$ cat src/lpmc_defs.vh
// register offsets, field positions, mode codes and timing figures of the low-power controller
`ifndef LPMC_DEFS_VH
`define LPMC_DEFS_VH

// register offsets (4-bit data, 10-bit address)
`define LPMC_ADDR_IRQ_FLAGS   10'h001
`define LPMC_ADDR_IRQ_CTRL    10'h002
`define LPMC_ADDR_MODE_STAT   10'h003
`define LPMC_ADDR_TIMER_MODE  10'h008
`define LPMC_ADDR_AUX_CTRL    10'h00c
`define LPMC_ADDR_LOW_POWER   10'h020

// field positions
`define LPMC_BIT_EXT0_FLAG    0
`define LPMC_BIT_TA_FLAG      2
`define LPMC_BIT_IRQ_ENABLE   0
`define LPMC_BIT_TA_MASK      1
`define LPMC_BIT_EXT0_MASK    2
`define LPMC_BIT_TIMEBASE     3
`define LPMC_BIT_LOW_SPEED    0
`define LPMC_BIT_DIRECT       3

// reset values
`define LPMC_RST_IRQ_CTRL     4'h6
`define LPMC_RST_AUX_CTRL     2'h0

// operating modes
`define LPMC_MODE_ACTIVE      3'h0
`define LPMC_MODE_STANDBY     3'h1
`define LPMC_MODE_STOP        3'h2
`define LPMC_MODE_WATCH       3'h3
`define LPMC_MODE_SUBACTIVE   3'h4
`define LPMC_MODE_SETTLE      3'h5

// frame period selections (low prescaler bits that wrap per frame)
`define LPMC_FRAME_SEL_SHORT  2'h0
`define LPMC_FRAME_SEL_MID    2'h1
`define LPMC_FRAME_BITS_SHORT 3
`define LPMC_FRAME_BITS_MID   4
`define LPMC_FRAME_BITS_LONG  5

// oscillator settling time and clock period
`define LPMC_SETTLE_NS        1000
`define LPMC_CLK_PERIOD_NS    10

`endif

$ cat src/lpmc_low_power_ctrl.v
// low-power mode controller: mode sequencing, interrupt frame, wake-up and settling logic
`timescale 1ns/10ps
`include "lpmc_defs.vh"

// Overview of operation
// - standby instruction in active mode stops cpu clocks, keeps oscillators and timers running.
// - standby holds ram, registers and pin states unchanged.
// - standby ends on reset or interrupt request; interrupt resumes active mode.
// - after wake, interrupt is serviced only when irq_enable_flag is one.
// - stop instruction with clock_timebase_select_bit zero halts main oscillator and everything.
// - ram kept after stop; cpu working registers may be undefined.
// - watch entered by stop with timebase bit one, or stop/standby in subactive.
// - watch ends on reset or timer A/ext_irq0_n request; low_speed picks target.
// - watch to active waits settle time after the request is raised.
// - subactive clocks the cpu from the sub oscillator, active from main.
// - direct_transfer_flag settable only in subactive, cleared and read zero in active.
// - direct transfer moves subactive to active after a fixed settling time.
// - prescaler W alone makes the frame, period chosen by aux register; timer A counts full prescaler W wraps.
// - timer A and ext_irq0_n requests raised only at the strobe in low modes, except timer A in watch heading to active.
// - timer A overflow raised at the strobe in subactive and in watch with low_speed set, at once in watch otherwise.
// - in low modes, ext_irq0_n edge seen only from the samples taken at the strobe, raised at that strobe.
// - stop/standby coinciding with strobe in subactive discards pending requests.
// - ext_irq0_n sampled once per frame in low modes, every clock otherwise; edge is a high then low sample.
// - reset returns the controller to active from any mode.
// - low_speed_select_flag makes watch wake-ups target subactive instead of active.
module lpmc_low_power_ctrl
#(
  parameter SETTLE_CYCLES = (`LPMC_SETTLE_NS + `LPMC_CLK_PERIOD_NS - 1) / `LPMC_CLK_PERIOD_NS,
  parameter CNT_W         = 16
)
(
  // clock and reset
  input  wire       CLK_IN,
  input  wire       SYS_RST_IN,
  // register port
  input  wire [9:0] ADDR_IN,
  input  wire [3:0] WDATA_IN,
  input  wire       WR_IN,
  input  wire       RD_IN,
  output reg  [3:0] RDATA_OUT,
  // cpu instruction strobes
  input  wire       STOP_INSTR_IN,
  input  wire       SBY_INSTR_IN,
  // time base and external interrupt
  input  wire       SUB_TICK_IN,
  input  wire       EXT_IRQ0_N_IN,
  // mode and clock controls
  output reg  [2:0] MODE_OUT,
  output reg        CPU_CLK_RUN_OUT,
  output reg        CPU_CLK_SUB_OUT,
  output reg        MAIN_OSC_EN_OUT,
  output reg        PERIPH_RUN_OUT,
  output reg        PIN_HOLD_OUT,
  output reg        PIN_HIZ_OUT,
  output reg        IRQ_REQ_OUT,
  output reg        FRAME_STROBE_OUT
);

  // reset image of the interrupt control register, bit-selected per field below
  localparam [3:0] RST_CTRL = `LPMC_RST_IRQ_CTRL;

  // mode and control state
  reg  [2:0]       mode;
  reg  [2:0]       settle_target;
  reg  [CNT_W-1:0] settle_cnt;
  reg              irq_enable_flag;
  reg              ta_mask;
  reg              ext0_mask;
  reg              clock_timebase_select_bit;
  reg              low_speed_select_flag;
  reg              direct_transfer_flag;
  reg  [1:0]       aux_frame_sel;
  reg              timer_a_irq_flag;
  reg              ext_irq0_flag;
  // time base
  reg  [4:0]       prescaler_w;
  reg  [7:0]       timer_a;
  reg              ext0_last;
  reg              ta_pending;
  reg              ext0_pending;

  wire low_mode   = (mode == `LPMC_MODE_WATCH) || (mode == `LPMC_MODE_SUBACTIVE);
  wire halted     = (mode == `LPMC_MODE_STOP);
  wire sleep_req  = STOP_INSTR_IN || SBY_INSTR_IN;
  wire pending    = (timer_a_irq_flag && !ta_mask) || (ext_irq0_flag && !ext0_mask);
  wire sub_tick   = SUB_TICK_IN && !halted;
  wire wr_flags   = WR_IN && (ADDR_IN == `LPMC_ADDR_IRQ_FLAGS);

  // frame strobe: low bits of prescaler W wrap once per selected frame
  reg frame_wrap;
  always @*
  begin
    case (aux_frame_sel)
      `LPMC_FRAME_SEL_SHORT: frame_wrap = &prescaler_w[`LPMC_FRAME_BITS_SHORT-1:0];
      `LPMC_FRAME_SEL_MID:   frame_wrap = &prescaler_w[`LPMC_FRAME_BITS_MID-1:0];
      default:               frame_wrap = &prescaler_w[`LPMC_FRAME_BITS_LONG-1:0];
    endcase
  end

  wire strobe     = sub_tick && frame_wrap;
  wire ta_tick    = sub_tick && (&prescaler_w);
  wire ta_ovf     = ta_tick && (&timer_a);
  // a discarded frame is a sleep instruction landing on the strobe in subactive
  wire discard    = strobe && sleep_req && (mode == `LPMC_MODE_SUBACTIVE);
  // outside the low modes, edges are taken every clock; stop mode takes none
  wire ext0_fall_fast = !low_mode && !halted && ext0_last && !EXT_IRQ0_N_IN;
  wire ext0_fall_frame = strobe && ext0_last && !EXT_IRQ0_N_IN;
  // watch heading to active takes timer A at once, not at the strobe
  wire watch_fast = (mode == `LPMC_MODE_WATCH) && !low_speed_select_flag;

  // set events for the two interrupt flags
  wire ta_set   = !discard &&
                  ((!low_mode && ta_ovf) ||
                   (watch_fast && ta_ovf) ||
                   (low_mode && strobe && (ta_pending || ta_ovf)));
  wire ext0_set = !discard &&
                  (ext0_fall_fast ||
                   (low_mode && strobe && (ext0_pending || ext0_fall_frame)));

  // prescaler W and timer A; both freeze in stop mode
  always @(posedge CLK_IN)
  begin
    if (SYS_RST_IN)
    begin
      prescaler_w <= 5'h00;
      timer_a     <= 8'h00;
    end
    else
    begin
      if (sub_tick)
        prescaler_w <= prescaler_w + 5'h01;
      if (ta_tick)
        timer_a <= timer_a + 8'h01; // wraps to zero on overflow
    end
  end

  // ext_irq0_n sampling: every clock when fast, once per frame in low modes
  always @(posedge CLK_IN)
  begin
    if (SYS_RST_IN)
      ext0_last <= EXT_IRQ0_N_IN; // follows the pin so a line held low shows no false edge
    else if (!low_mode || strobe)
      ext0_last <= EXT_IRQ0_N_IN;
  end

  // timer A overflows seen mid-frame wait here for the next strobe; ext0_pending is never set
  always @(posedge CLK_IN)
  begin
    if (SYS_RST_IN || !low_mode)
    begin
      ta_pending   <= 1'b0;
      ext0_pending <= 1'b0;
    end
    else if (strobe)
    begin
      ta_pending   <= 1'b0;
      ext0_pending <= 1'b0;
    end
    else
    begin
      if (ta_ovf && !watch_fast)
        ta_pending <= 1'b1;
    end
  end

  // interrupt flags: software writes zero to clear, a set in the same cycle wins
  always @(posedge CLK_IN)
  begin
    if (SYS_RST_IN)
    begin
      timer_a_irq_flag <= 1'b0;
      ext_irq0_flag    <= 1'b0;
    end
    else
    begin
      if (ta_set)
        timer_a_irq_flag <= 1'b1;
      else if (wr_flags && !WDATA_IN[`LPMC_BIT_TA_FLAG])
        timer_a_irq_flag <= 1'b0;
      if (ext0_set)
        ext_irq0_flag <= 1'b1;
      else if (wr_flags && !WDATA_IN[`LPMC_BIT_EXT0_FLAG])
        ext_irq0_flag <= 1'b0;
    end
  end

  // control registers written by software
  always @(posedge CLK_IN)
  begin
    if (SYS_RST_IN)
    begin
      irq_enable_flag           <= RST_CTRL[`LPMC_BIT_IRQ_ENABLE];
      ta_mask                   <= RST_CTRL[`LPMC_BIT_TA_MASK];
      ext0_mask                 <= RST_CTRL[`LPMC_BIT_EXT0_MASK];
      clock_timebase_select_bit <= 1'b0;
      low_speed_select_flag     <= 1'b0;
      direct_transfer_flag      <= 1'b0;
      aux_frame_sel             <= `LPMC_RST_AUX_CTRL;
    end
    else
    begin
      if (WR_IN && ADDR_IN == `LPMC_ADDR_IRQ_CTRL)
      begin
        irq_enable_flag <= WDATA_IN[`LPMC_BIT_IRQ_ENABLE];
        ta_mask         <= WDATA_IN[`LPMC_BIT_TA_MASK];
        ext0_mask       <= WDATA_IN[`LPMC_BIT_EXT0_MASK];
      end
      if (WR_IN && ADDR_IN == `LPMC_ADDR_TIMER_MODE)
        clock_timebase_select_bit <= WDATA_IN[`LPMC_BIT_TIMEBASE];
      if (WR_IN && ADDR_IN == `LPMC_ADDR_AUX_CTRL)
        aux_frame_sel <= WDATA_IN[1:0];
      if (WR_IN && ADDR_IN == `LPMC_ADDR_LOW_POWER)
        low_speed_select_flag <= WDATA_IN[`LPMC_BIT_LOW_SPEED];
      // direct transfer bit: set only in subactive, forced clear in active
      if (mode == `LPMC_MODE_ACTIVE)
        direct_transfer_flag <= 1'b0;
      else if (WR_IN && ADDR_IN == `LPMC_ADDR_LOW_POWER &&
               mode == `LPMC_MODE_SUBACTIVE)
        direct_transfer_flag <= WDATA_IN[`LPMC_BIT_DIRECT];
    end
  end

  // mode sequencer
  reg [2:0] next_mode;
  reg [2:0] next_target;
  reg       next_load;
  always @*
  begin
    next_mode   = mode;
    next_target = settle_target;
    next_load   = 1'b0;
    case (mode)
      `LPMC_MODE_ACTIVE:
      begin
        // a sleep request with an unmasked flag and irq disabled is a no-op
        if (sleep_req && !(pending && !irq_enable_flag))
        begin
          if (SBY_INSTR_IN)
            next_mode = `LPMC_MODE_STANDBY;
          else if (clock_timebase_select_bit)
            next_mode = `LPMC_MODE_WATCH;
          else
            next_mode = `LPMC_MODE_STOP;
        end
      end
      `LPMC_MODE_STANDBY:
      begin
        if (pending)
          next_mode = `LPMC_MODE_ACTIVE;
      end
      `LPMC_MODE_STOP:
        next_mode = `LPMC_MODE_STOP;
      `LPMC_MODE_WATCH:
      begin
        if (pending)
        begin
          if (low_speed_select_flag)
            next_mode = `LPMC_MODE_SUBACTIVE;
          else
          begin
            next_mode   = `LPMC_MODE_SETTLE;
            next_target = `LPMC_MODE_ACTIVE;
            next_load   = 1'b1;
          end
        end
      end
      `LPMC_MODE_SUBACTIVE:
      begin
        if (sleep_req && !(pending && !irq_enable_flag))
        begin
          if (direct_transfer_flag && !low_speed_select_flag)
          begin
            next_mode   = `LPMC_MODE_SETTLE;
            next_target = `LPMC_MODE_ACTIVE;
            next_load   = 1'b1;
          end
          else
            next_mode = `LPMC_MODE_WATCH;
        end
      end
      `LPMC_MODE_SETTLE:
      begin
        if (settle_cnt == {CNT_W{1'b0}})
          next_mode = settle_target;
      end
      default:
        next_mode = `LPMC_MODE_ACTIVE;
    endcase
  end

  // mode register and fixed-length settling counter
  always @(posedge CLK_IN)
  begin
    if (SYS_RST_IN)
    begin
      mode          <= `LPMC_MODE_ACTIVE;
      settle_target <= `LPMC_MODE_ACTIVE;
      settle_cnt    <= {CNT_W{1'b0}};
    end
    else
    begin
      mode          <= next_mode;
      settle_target <= next_target;
      if (next_load)
        settle_cnt <= SETTLE_CYCLES[CNT_W-1:0] - {{(CNT_W-1){1'b0}}, 1'b1};
      else if (settle_cnt != {CNT_W{1'b0}})
        settle_cnt <= settle_cnt - {{(CNT_W-1){1'b0}}, 1'b1};
    end
  end

  // clock and pin controls follow the mode one clock later, all registered
  always @(posedge CLK_IN)
  begin
    if (SYS_RST_IN)
    begin
      MODE_OUT         <= `LPMC_MODE_ACTIVE;
      CPU_CLK_RUN_OUT  <= 1'b1;
      CPU_CLK_SUB_OUT  <= 1'b0;
      MAIN_OSC_EN_OUT  <= 1'b1;
      PERIPH_RUN_OUT   <= 1'b1;
      PIN_HOLD_OUT     <= 1'b0;
      PIN_HIZ_OUT      <= 1'b0;
      IRQ_REQ_OUT      <= 1'b0;
      FRAME_STROBE_OUT <= 1'b0;
    end
    else
    begin
      MODE_OUT <= mode;
      // cpu runs only in active and subactive; standby stops its clocks
      CPU_CLK_RUN_OUT <= (mode == `LPMC_MODE_ACTIVE) ||
                         (mode == `LPMC_MODE_SUBACTIVE);
      CPU_CLK_SUB_OUT <= (mode == `LPMC_MODE_SUBACTIVE);
      // main oscillator off in stop, watch and subactive
      MAIN_OSC_EN_OUT <= (mode == `LPMC_MODE_ACTIVE) ||
                         (mode == `LPMC_MODE_STANDBY) ||
                         (mode == `LPMC_MODE_SETTLE);
      PERIPH_RUN_OUT  <= (mode == `LPMC_MODE_ACTIVE) ||
                         (mode == `LPMC_MODE_STANDBY) ||
                         (mode == `LPMC_MODE_SUBACTIVE);
      // pins hold in standby, watch and settle, float in stop; ram is never touched here
      PIN_HOLD_OUT    <= (mode == `LPMC_MODE_STANDBY) ||
                         (mode == `LPMC_MODE_WATCH) ||
                         (mode == `LPMC_MODE_SETTLE);
      PIN_HIZ_OUT     <= halted;
      // a pending request reaches the cpu only while it runs and irqs are on
      IRQ_REQ_OUT     <= pending && irq_enable_flag &&
                         ((mode == `LPMC_MODE_ACTIVE) ||
                          (mode == `LPMC_MODE_SUBACTIVE));
      FRAME_STROBE_OUT <= strobe;
    end
  end

  // register read port, data one clock after the strobe; unmapped reads zero
  always @(posedge CLK_IN)
  begin
    if (SYS_RST_IN)
      RDATA_OUT <= 4'h0;
    else if (RD_IN)
    begin
      case (ADDR_IN)
        `LPMC_ADDR_IRQ_FLAGS:  RDATA_OUT <= {1'b0, timer_a_irq_flag, 1'b0, ext_irq0_flag};
        `LPMC_ADDR_IRQ_CTRL:   RDATA_OUT <= {1'b0, ext0_mask, ta_mask, irq_enable_flag};
        `LPMC_ADDR_MODE_STAT:  RDATA_OUT <= {1'b0, mode};
        `LPMC_ADDR_TIMER_MODE: RDATA_OUT <= {clock_timebase_select_bit, 3'h0};
        `LPMC_ADDR_AUX_CTRL:   RDATA_OUT <= {2'h0, aux_frame_sel};
        // direct transfer reads zero whenever the mode is active
        `LPMC_ADDR_LOW_POWER:  RDATA_OUT <= {direct_transfer_flag &&
                                             (mode != `LPMC_MODE_ACTIVE),
                                             2'h0, low_speed_select_flag};
        default:               RDATA_OUT <= 4'h0;
      endcase
    end
  end

endmodule

$ cat config.mk
export PLATFORM = sky130hd
export DESIGN_NAME = lpmc_low_power_ctrl
export DESIGN_NICKNAME = d
export VERILOG_FILES = /design/src/lpmc_low_power_ctrl.v
export VERILOG_INCLUDE_DIRS = /design/src
export SDC_FILE = /design/constraint.sdc
export NUM_CORES = 1
export LEC_CHECK = 0
export ABC_AREA = 1
export CORE_AREA = 2 2 90 92
export CTS_BUF_LIST = sky130_fd_sc_hd__clkbuf_8
export DETAILED_ROUTE_END_ITERATION = 10
export DIE_AREA = 0 0 92 94
export DONT_BUFFER_PORTS = 1
export GPL_TIMING_DRIVEN = 0
export PLACE_DENSITY_LB_ADDON = 0.08
export SYNTH_ARGS = -nofsm -noshare
export SYNTH_HDL_FRONTEND = slang
export SYNTH_SLANG_ARGS = --single-unit
$ cat constraint.sdc
create_clock -name CLK_IN -period 2.2 [get_ports CLK_IN]
set_input_delay 0.22 -clock CLK_IN [delete_from_list [all_inputs] [get_ports CLK_IN]]
set_output_delay 0.22 -clock CLK_IN [all_outputs]
set_load 0.03 [all_outputs]
==> results.toml, run 1 <==
[outcome]
outcome = "completed"

[finish]
num_antenna_cells = 0
drive_gt1_share_pct = 7.506
area.growth.synth_to_final_pct = 11.89
postLayoutCoreUtil_pct = 43.65
num-nets-final = 476

[floorplanning]
die_x_um = 92
core-area_um2 = 7607
design.portCount = 37
floorplan.initialDensity_pct = 39.01
floorplan.die.height_um = 94
num_rows = 32
floorplan.die_area_um2 = 8648

[routing]
drt_first_pass_iters = 4
detailedRoute.firstIterationViolations = 94
routed_wl_mm = 7.145
num_vias = 2683
vias_per_cell = 4.834
drcViolationCount = 0
residual_antenna_violating_net_count_after_detailed_routing = 0
detail_route.wl_per_cell_um = 12.87

[clock_network]
tritoncts.num_buffers = 9
clock_path_buffers = 2
post-cts-setup-buffers = 0
clk_transition_reported_paths_ns = 0.07
cts-root-buf = "sky130_fd_sc_hd__clkbuf_8"
htreeDepth = 3
cts_sinks = 59
cts_tree = "yes"
clk_latency_worst_skew_pair_ns = 0.34

[flow_run]
maxCapViolCount = 0

[worst_setup_path]
wp_data_arrival_ns = 2.09
worst-r2r-cell-count = 8
worst_r2r_endpoint = "timer_a[6]"
timing.rr.start = "prescaler_w[0]"
worstSetupStartpointType = "flop"
endpoint = "timer_a[6]"
critical_path.startpoint = "prescaler_w[0]"
reg2reg_setup_slack_ns = 0.34
critPathKind = "reg -> reg"
path_max_fanout = 8
worstPathRequired_ns = 2.43
critPathCaptureType = "flop"

[power]
total_leakage_power_nw = 1.427
total_power_per_unit_cell_area_nw_per_um2 = 1165
vdd_ir_drop_max_uv = 388.6

[timing]
final_hold_fails = 0
max_clock_freq_mhz = 536.8
tns_setup_ns = 0
layout_worst_path_cycle_share_pct = 84.67
tightest_slew_ns = 0.6321
skew_ns = 0.007006
finalSetupViolCount = 0
unrepaired_setup_endpoints_after_global_routing = "false"
finalCriticalPeriod_ns = 1.863
timing.final.max_slew_violations = 0
finalWorstSetupSlack_ns = 0.3372
relSlewSlack_pct = 57.86

[placed_design]
port_buffers = 0
detailedPlace.worstSlack_ns = 0.3081
place_congestion = 0.8214
hpwl_mm = 5.396

[grt]
number_of_global_route_vias_before_repair = 2527
track_usage_pct = 17.51
grt_remaining_overflow = 0
grt_max_degree = 12
grt_antenna_before_repair = 0
grt_first_pass_wirelength_mm = 11.73

[min_path]
hold_class = "in -> reg"

[synth]
yosys_register_bits = 59
synth.yosys.seq_area_share_pct = 40.13
avgSynthCellArea_um2 = 6.838
mappedNetlistArea_um2 = 2968
synth-warning-count = 0
synth.area.top_cells = "sky130_fd_sc_hd__dfxtp_1, sky130_fd_sc_hd__nand2_1, sky130_fd_sc_hd__nor2_1"
syn_inst = 434
synth_largest_type_area_fraction_pct = 39.12
yosysTopAreaCell = "sky130_fd_sc_hd__dfxtp_1"
synthesized_netlist_net_count = 462
yosysUniqueCellTypes = 35
[how the worst min path moves through the flow]
stage / from / endpoint / slack (ns) / depth (start not counted)
finish: RD_IN / RDATA_OUT[0] / 0.03 / 2
detailed placement: EXT_IRQ0_N_IN / ext0_last / 0.32 / 0
global route: WDATA_IN[3] / clock_timebase_select_bit / 0.01 / 2
CTS: RD_IN / RDATA_OUT[2] / 0.006 / 2
floorplan: EXT_IRQ0_N_IN / ext0_last / 0.32 / 0
global placement: EXT_IRQ0_N_IN / ext0_last / 0.32 / 0
[state kept, by name, summed over array words and instances (netlist names), 2 cells and up]
| signal | cells |
|---|---|
| settle_cnt | 16 |
| timer_a | 8 |
| prescaler_w | 5 |
| RDATA_OUT | 4 |
| MODE_OUT | 3 |
| mode | 3 |
| aux_frame_sel | 2 |
[kinds of logic after synthesis]
kind of cell | count (synthesis) | synth area share, %
AO/OA/AOI/OAI | 65 | 11.85
AND/OR/NAND/NOR | 223 | 32.67
buffers and inverters | 68 | 8.980
adder cells (fa/ha/maj) | 6 | 2.529
flip-flops | 59 | 40.13
XOR/XNOR | 13 | 3.836
[cells in the final DEF, fill, tap and decap left out, drive strengths merged]
| cell type | netlist | routed |
|---|---|---|
| nor4 | 3 | 3 |
| xor2 | 10 | 10 |
| nor2 | 85 | 85 |
| o211ai | 2 | 2 |
| clkbuf | 3 | 12 |
| o31ai | 2 | 2 |
| a211oi | 2 | 2 |
| dfxtp | 58 | 58 |
| clkinvlp | 0 | 2 |
| nor3 | 12 | 12 |
| o21bai | 2 | 2 |
| ha | 6 | 6 |
| and2 | 1 | 1 |
| dlygate4sd3 | 0 | 3 |
| nand3 | 27 | 27 |
| o22ai | 1 | 1 |
| xnor2 | 3 | 3 |
| clkinv | 1 | 5 |
| a21oi | 27 | 27 |
| inv | 62 | 62 |
| nand4 | 7 | 7 |
| edfxtp | 1 | 1 |
| a31oi | 1 | 1 |
| o21ai | 28 | 28 |
| buf | 2 | 2 |
| nand2 | 87 | 87 |
| bufinv | 0 | 1 |
| nor3b | 1 | 1 |
[synth_stat cells, drive strengths merged]
master,n
nand4,7
xnor2,3
nand3,27
clkinv,1
o22ai,1
nor4,3
nor2,85
clkbuf,3
edfxtp,1
a21oi,27
a211oi,2
ha,6
nor3,12
nor3b,1
o31ai,2
inv,62
o21bai,2
buf,2
and2,1
dfxtp,58
nand2,87
xor2,10
o211ai,2
a31oi,1
o21ai,28
[repair_timing]
action                                 4_1_cts  5_1_grt
setup endpoints to repair                    0        2
endpoints found under the hold margin        3        0
gates resized for setup                      0        1
hold buffers                                 3        0
[metrics by stage]
| stage | area [um2] | std cells | hold slack, ns | total power [W] |
|---|---|---|---|---|
| global route | 3321 | 555 | 0.01472 | 0.004190 |
| global placement | 3095 | 536 | 0.3193 | 0.002902 |
| CTS | 3318 | 555 | 0.006065 | 0.003909 |
| floorplan | 2968 | 434 | 0.3189 | 0.002620 |
| detailed placement | 3095 | 536 | 0.3193 | 0.002911 |
| finish | 3321 | 555 | 0.02724 | 0.003869 |
[critical path, cell delays in order (launching register included)]
cell and delay, ns:
sky130_fd_sc_hd__dfxtp_1 0.37, sky130_fd_sc_hd__ha_1 0.18, sky130_fd_sc_hd__nand2_1 0.05, sky130_fd_sc_hd__nor2_1 0.15, sky130_fd_sc_hd__ha_2 0.25, sky130_fd_sc_hd__nand3_2 0.20
sky130_fd_sc_hd__nor4_1 0.31, sky130_fd_sc_hd__and2_1 0.18, sky130_fd_sc_hd__nor2_1 0.04
[power breakdown]
group,internal (W),switching [W],leakage [nW]
combinational,0.000478,0.000875,0.848
clock,0.000518,0.000461,0.0950
sequential,0.00128,0.000260,0.484
[metal layers]
layer	vias up	part of all wire, %	track usage (%)
met4	0	1.8	8.209
li1	1416	-	-
met3	12	4.3	4.655
met2	58	45	26.96
met5	-	0	0
met1	1197	49	22.87
[layout make-up]
class / instances / area, um2
Buffer: 5 / 27.53
Clock buffer: 9 / 123.9
Clock inverter: 7 / 68.82
Fill cell: 811 / 4287
Inverter: 63 / 239.0
Multi-Input combinational cell: 307 / 1513
Sequential cell: 59 / 1191
Tap cell: 102 / 127.6
Timing Repair Buffer: 3 / 30.03
Power figures use the tool's default switching activity.
==> inputs of run 2 (changes only) <==
Settings changed: ABC_AREA 1 to 0, CORE_AREA 2 2 90 92 to 2 2 88 90, DIE_AREA 0 0 92 94 to 0 0 90 92.
Clock period 2.2 ns to 1.9 ns, I/O delays scaled along.
==> results.toml, run 2 <==
[power]
total_power_per_unit_cell_area_nw_per_um2 = 1175
netSwitchingFraction_pct = 34.67
p_int_w = 0.002567
comb_power_share_pct = 29.9
total_leakage_power_nw = 1.237
relative_contribution_of_sequential_cells_to_total_power_pct = 41.4
share_of_total_power_in_the_clock_network_pct = 28.7
vdd_ir_drop_max_uv = 336.1
p_switching_w = 0.001362

[synth]
synth_largest_type_area_fraction_pct = 40.61
synth.yosys.seq_area_share_pct = 41.66
synth_edf_count = 1
synthesized_netlist_net_count = 353
avgSynthCellArea_um2 = 8.797
syn_inst = 325
yosysUniqueCellTypes = 56
main_flop_type_after_synthesis = "sky130_fd_sc_hd__dfxtp_1"
synth.area.top_cells = "sky130_fd_sc_hd__dfxtp_1, sky130_fd_sc_hd__nor2_1, sky130_fd_sc_hd__a21oi_1"
mappedNetlistArea_um2 = 2859
yosysTopAreaCell = "sky130_fd_sc_hd__dfxtp_1"
synth-warning-count = 0
netlist_top_cells_count = "sky130_fd_sc_hd__dfxtp_1, sky130_fd_sc_hd__nor2_1, sky130_fd_sc_hd__a21oi_1, sky130_fd_sc_hd__nand2_1, sky130_fd_sc_hd__nand3_1"
yosys_register_bits = 59
ys_async_sr_fraction_pct = 0
synth.most_common_cell = "sky130_fd_sc_hd__dfxtp_1"

[floorplanning]
floorplan.die_area_um2 = 8280
floorplan.initialDensity_pct = 38.39
core-area_um2 = 7447
num_rows = 32
design.portCount = 37
floorplan.die.height_um = 92
die_x_um = 90

[timing]
finalCriticalPeriod_ns = 1.809
relSlewSlack_pct = 55.23
hold_ws_ns = 0.01289
max_clock_freq_mhz = 552.9
skew_ns = 0.01008
layout_worst_path_cycle_share_pct = 95.20
timing.final.max_slew_violations = 0
final_hold_fails = 0
unrepaired_setup_endpoints_after_global_routing = "false"
finalSetupViolCount = 0
tightest_slew_ns = 0.6715

[clock_network]
cts_sinks = 59
clk_transition_reported_paths_ns = 0.07
htreeDepth = 3
cts_tree = "yes"
cts-root-buf = "sky130_fd_sc_hd__clkbuf_8"
tritoncts.num_buffers = 9
clk_latency_worst_skew_pair_ns = 0.33
clock_path_buffers = 2

[placed_design]
placed_cells = 427
port_buffers = 0
hpwl_mm = 4.691
place_congestion = 0.8153

[routing]
residual_antenna_violating_net_count_after_detailed_routing = 0
drt_first_pass_iters = 4
routed_wl_mm = 6.672
detail_route.wl_per_cell_um = 14.73
drcViolationCount = 0
detailedRoute.firstIterationViolations = 134
vias_per_cell = 5.223
num_vias = 2366

[flow_run]
maxCapViolCount = 0

[finish]
area.growth.synth_to_final_pct = 16.94
drive_gt1_share_pct = 14.25
reg.largest.list = "settle_cnt (16), timer_a (8), prescaler_w (5)"
postLayoutCoreUtil_pct = 44.89
num_antenna_cells = 0
post_layout_nonfiller_instances = 453
final_common_cell = "sky130_fd_sc_hd__dfxtp_1"
regMostFlops = "settle_cnt"
num-nets-final = 374
most-common-layout-cells = "sky130_fd_sc_hd__dfxtp_1, sky130_fd_sc_hd__nor2_1, sky130_fd_sc_hd__nand2_1, sky130_fd_sc_hd__a21oi_1, sky130_fd_sc_hd__nand3_1"
largest_reg_flops = 16

[worst_setup_path]
worst_r2r_endpoint = "ext0_last"
wp_data_arrival_ns = 1.86
worst-r2r-cell-count = 5
critPathKind = "reg -> reg"
worstSetupStartpointType = "flop"
critPathCaptureType = "flop"
worstPathRequired_ns = 1.95
path_max_fanout = 10
timing.rr.start = "mode[1]"
reg2reg_setup_slack_ns = 0.09
endpoint = "ext0_last"
critical_path.startpoint = "mode[1]"

[grt]
number_of_global_route_vias_before_repair = 2289
grt_first_pass_wirelength_mm = 11.47
grt_max_degree = 11
grt_remaining_overflow = 0
track_usage_pct = 17.43
grt_antenna_before_repair = 0

[min_path]
hold_class = "in -> reg"

[outcome]
outcome = "completed"
run 2: cell count changes after synthesis, sizes merged, moves of 5 or more:
cell    change
nand2      -64
inv        -55
nor2       -43
o21ai      -18
nand3      -10
nor2b      +10
mux2i       +6
or3         +6
nand3b      +5
nand4b      +5
run 2: worst min-delay path by stage:
stage / from / endpoint / slack (ns) / depth (start not counted)
6_report: WDATA_IN[0] / aux_frame_sel[0] / 0.01 / 2
5_1_grt: WDATA_IN[0] / aux_frame_sel[0] / 0.002 / 2
4_1_cts: WDATA_IN[1] / aux_frame_sel[1] / 0.00002 / 2
3_5_place_dp: SYS_RST_IN / IRQ_REQ_OUT / 0.28 / 1
3_3_place_gp: SYS_RST_IN / IRQ_REQ_OUT / 0.28 / 1
2_1_floorplan: SYS_RST_IN / IRQ_REQ_OUT / 0.27 / 1
run 2: layout make-up:
| cell class | count | area [um2] |
|---|---|---|
| Sequential cell | 59 | 1195 |
| Multi-Input combinational cell | 246 | 1638 |
| Clock inverter | 6 | 56.30 |
| Clock buffer | 10 | 137.6 |
| Inverter | 7 | 26.28 |
| Buffer | 13 | 72.57 |
| Timing Repair Buffer | 10 | 90.09 |
| Fill cell | 763 | 4104 |
| Tap cell | 102 | 127.6 |
run 2: kinds of logic (layout without fill, tap and decap cells):
family / Yosys count / in the layout / synth area share (%)
AOI/OAI and AO/OA: 60 / 60 / 13.57
xor gates and xnor gates: 15 / 15 / 4.595
adders and majority gates: 6 / 6 / 2.626
buffers and inverters: 20 / 46 / 3.370
DFF: 59 / 59 / 41.66
muxes: 10 / 10 / 3.676
and+or+nand+nor: 155 / 155 / 30.50
run 2: metrics by stage:
| stage | setup WS (ns) | power (W) | TNS, ns | cell area (um2) |
|---|---|---|---|---|
| floorplan | 0.09594 | 0.002515 | 0 | 2859 |
| CTS | 0.008658 | 0.003905 | 0 | 3273 |
| global route | 0.0008056 | 0.004215 | 0 | 3343 |
| finish | 0.09128 | 0.003930 | 0 | 3343 |
| global placement | -0.1573 | 0.002730 | -1.782 | 2987 |
| detailed placement | -0.1154 | 0.002744 | -1.345 | 2987 |
run 2: critical path, stage by stage (launching register included):
cell and delay [ns]:
sky130_fd_sc_hd__dfxtp_1 0.30, sky130_fd_sc_hd__buf_2 0.22, sky130_fd_sc_hd__or3b_1 0.39, sky130_fd_sc_hd__buf_6 0.15, sky130_fd_sc_hd__o2111ai_1 0.23, sky130_fd_sc_hd__o211ai_1 0.23
run 2: power groups by stage:
stage / clock, W / sequential, W / combinational [W]
after floorplan: 0 / 0.00160 / 0.000912
after global placement: 0 / 0.00163 / 0.00110
after detailed placement: 0 / 0.00164 / 0.00111
after global routing: 0.00123 / 0.00165 / 0.00134
final: 0.00113 / 0.00163 / 0.00117
after CTS: 0.00116 / 0.00161 / 0.00113
run 2: metal layers:
layer  GRT usage [%]  part of all wire [%]  vias up
met5               0                     0        -
met1           25.35                    51     1105
met2           25.31                    43       44
met3           4.930                   5.2        6
li1                -                     -     1211
met4           4.615                  0.94        0
run 2: timing repair:
| item | 4_1_cts | 5_1_grt |
|---|---|---|
| pin swaps | 1 | 4 |
| hold endpoints to repair | 9 | 1 |
| gates resized for setup | 8 | 10 |
| setup buffers | 1 | 3 |
| hold buffers | 5 | 1 |
| endpoints found under the setup margin | 16 | 21 |
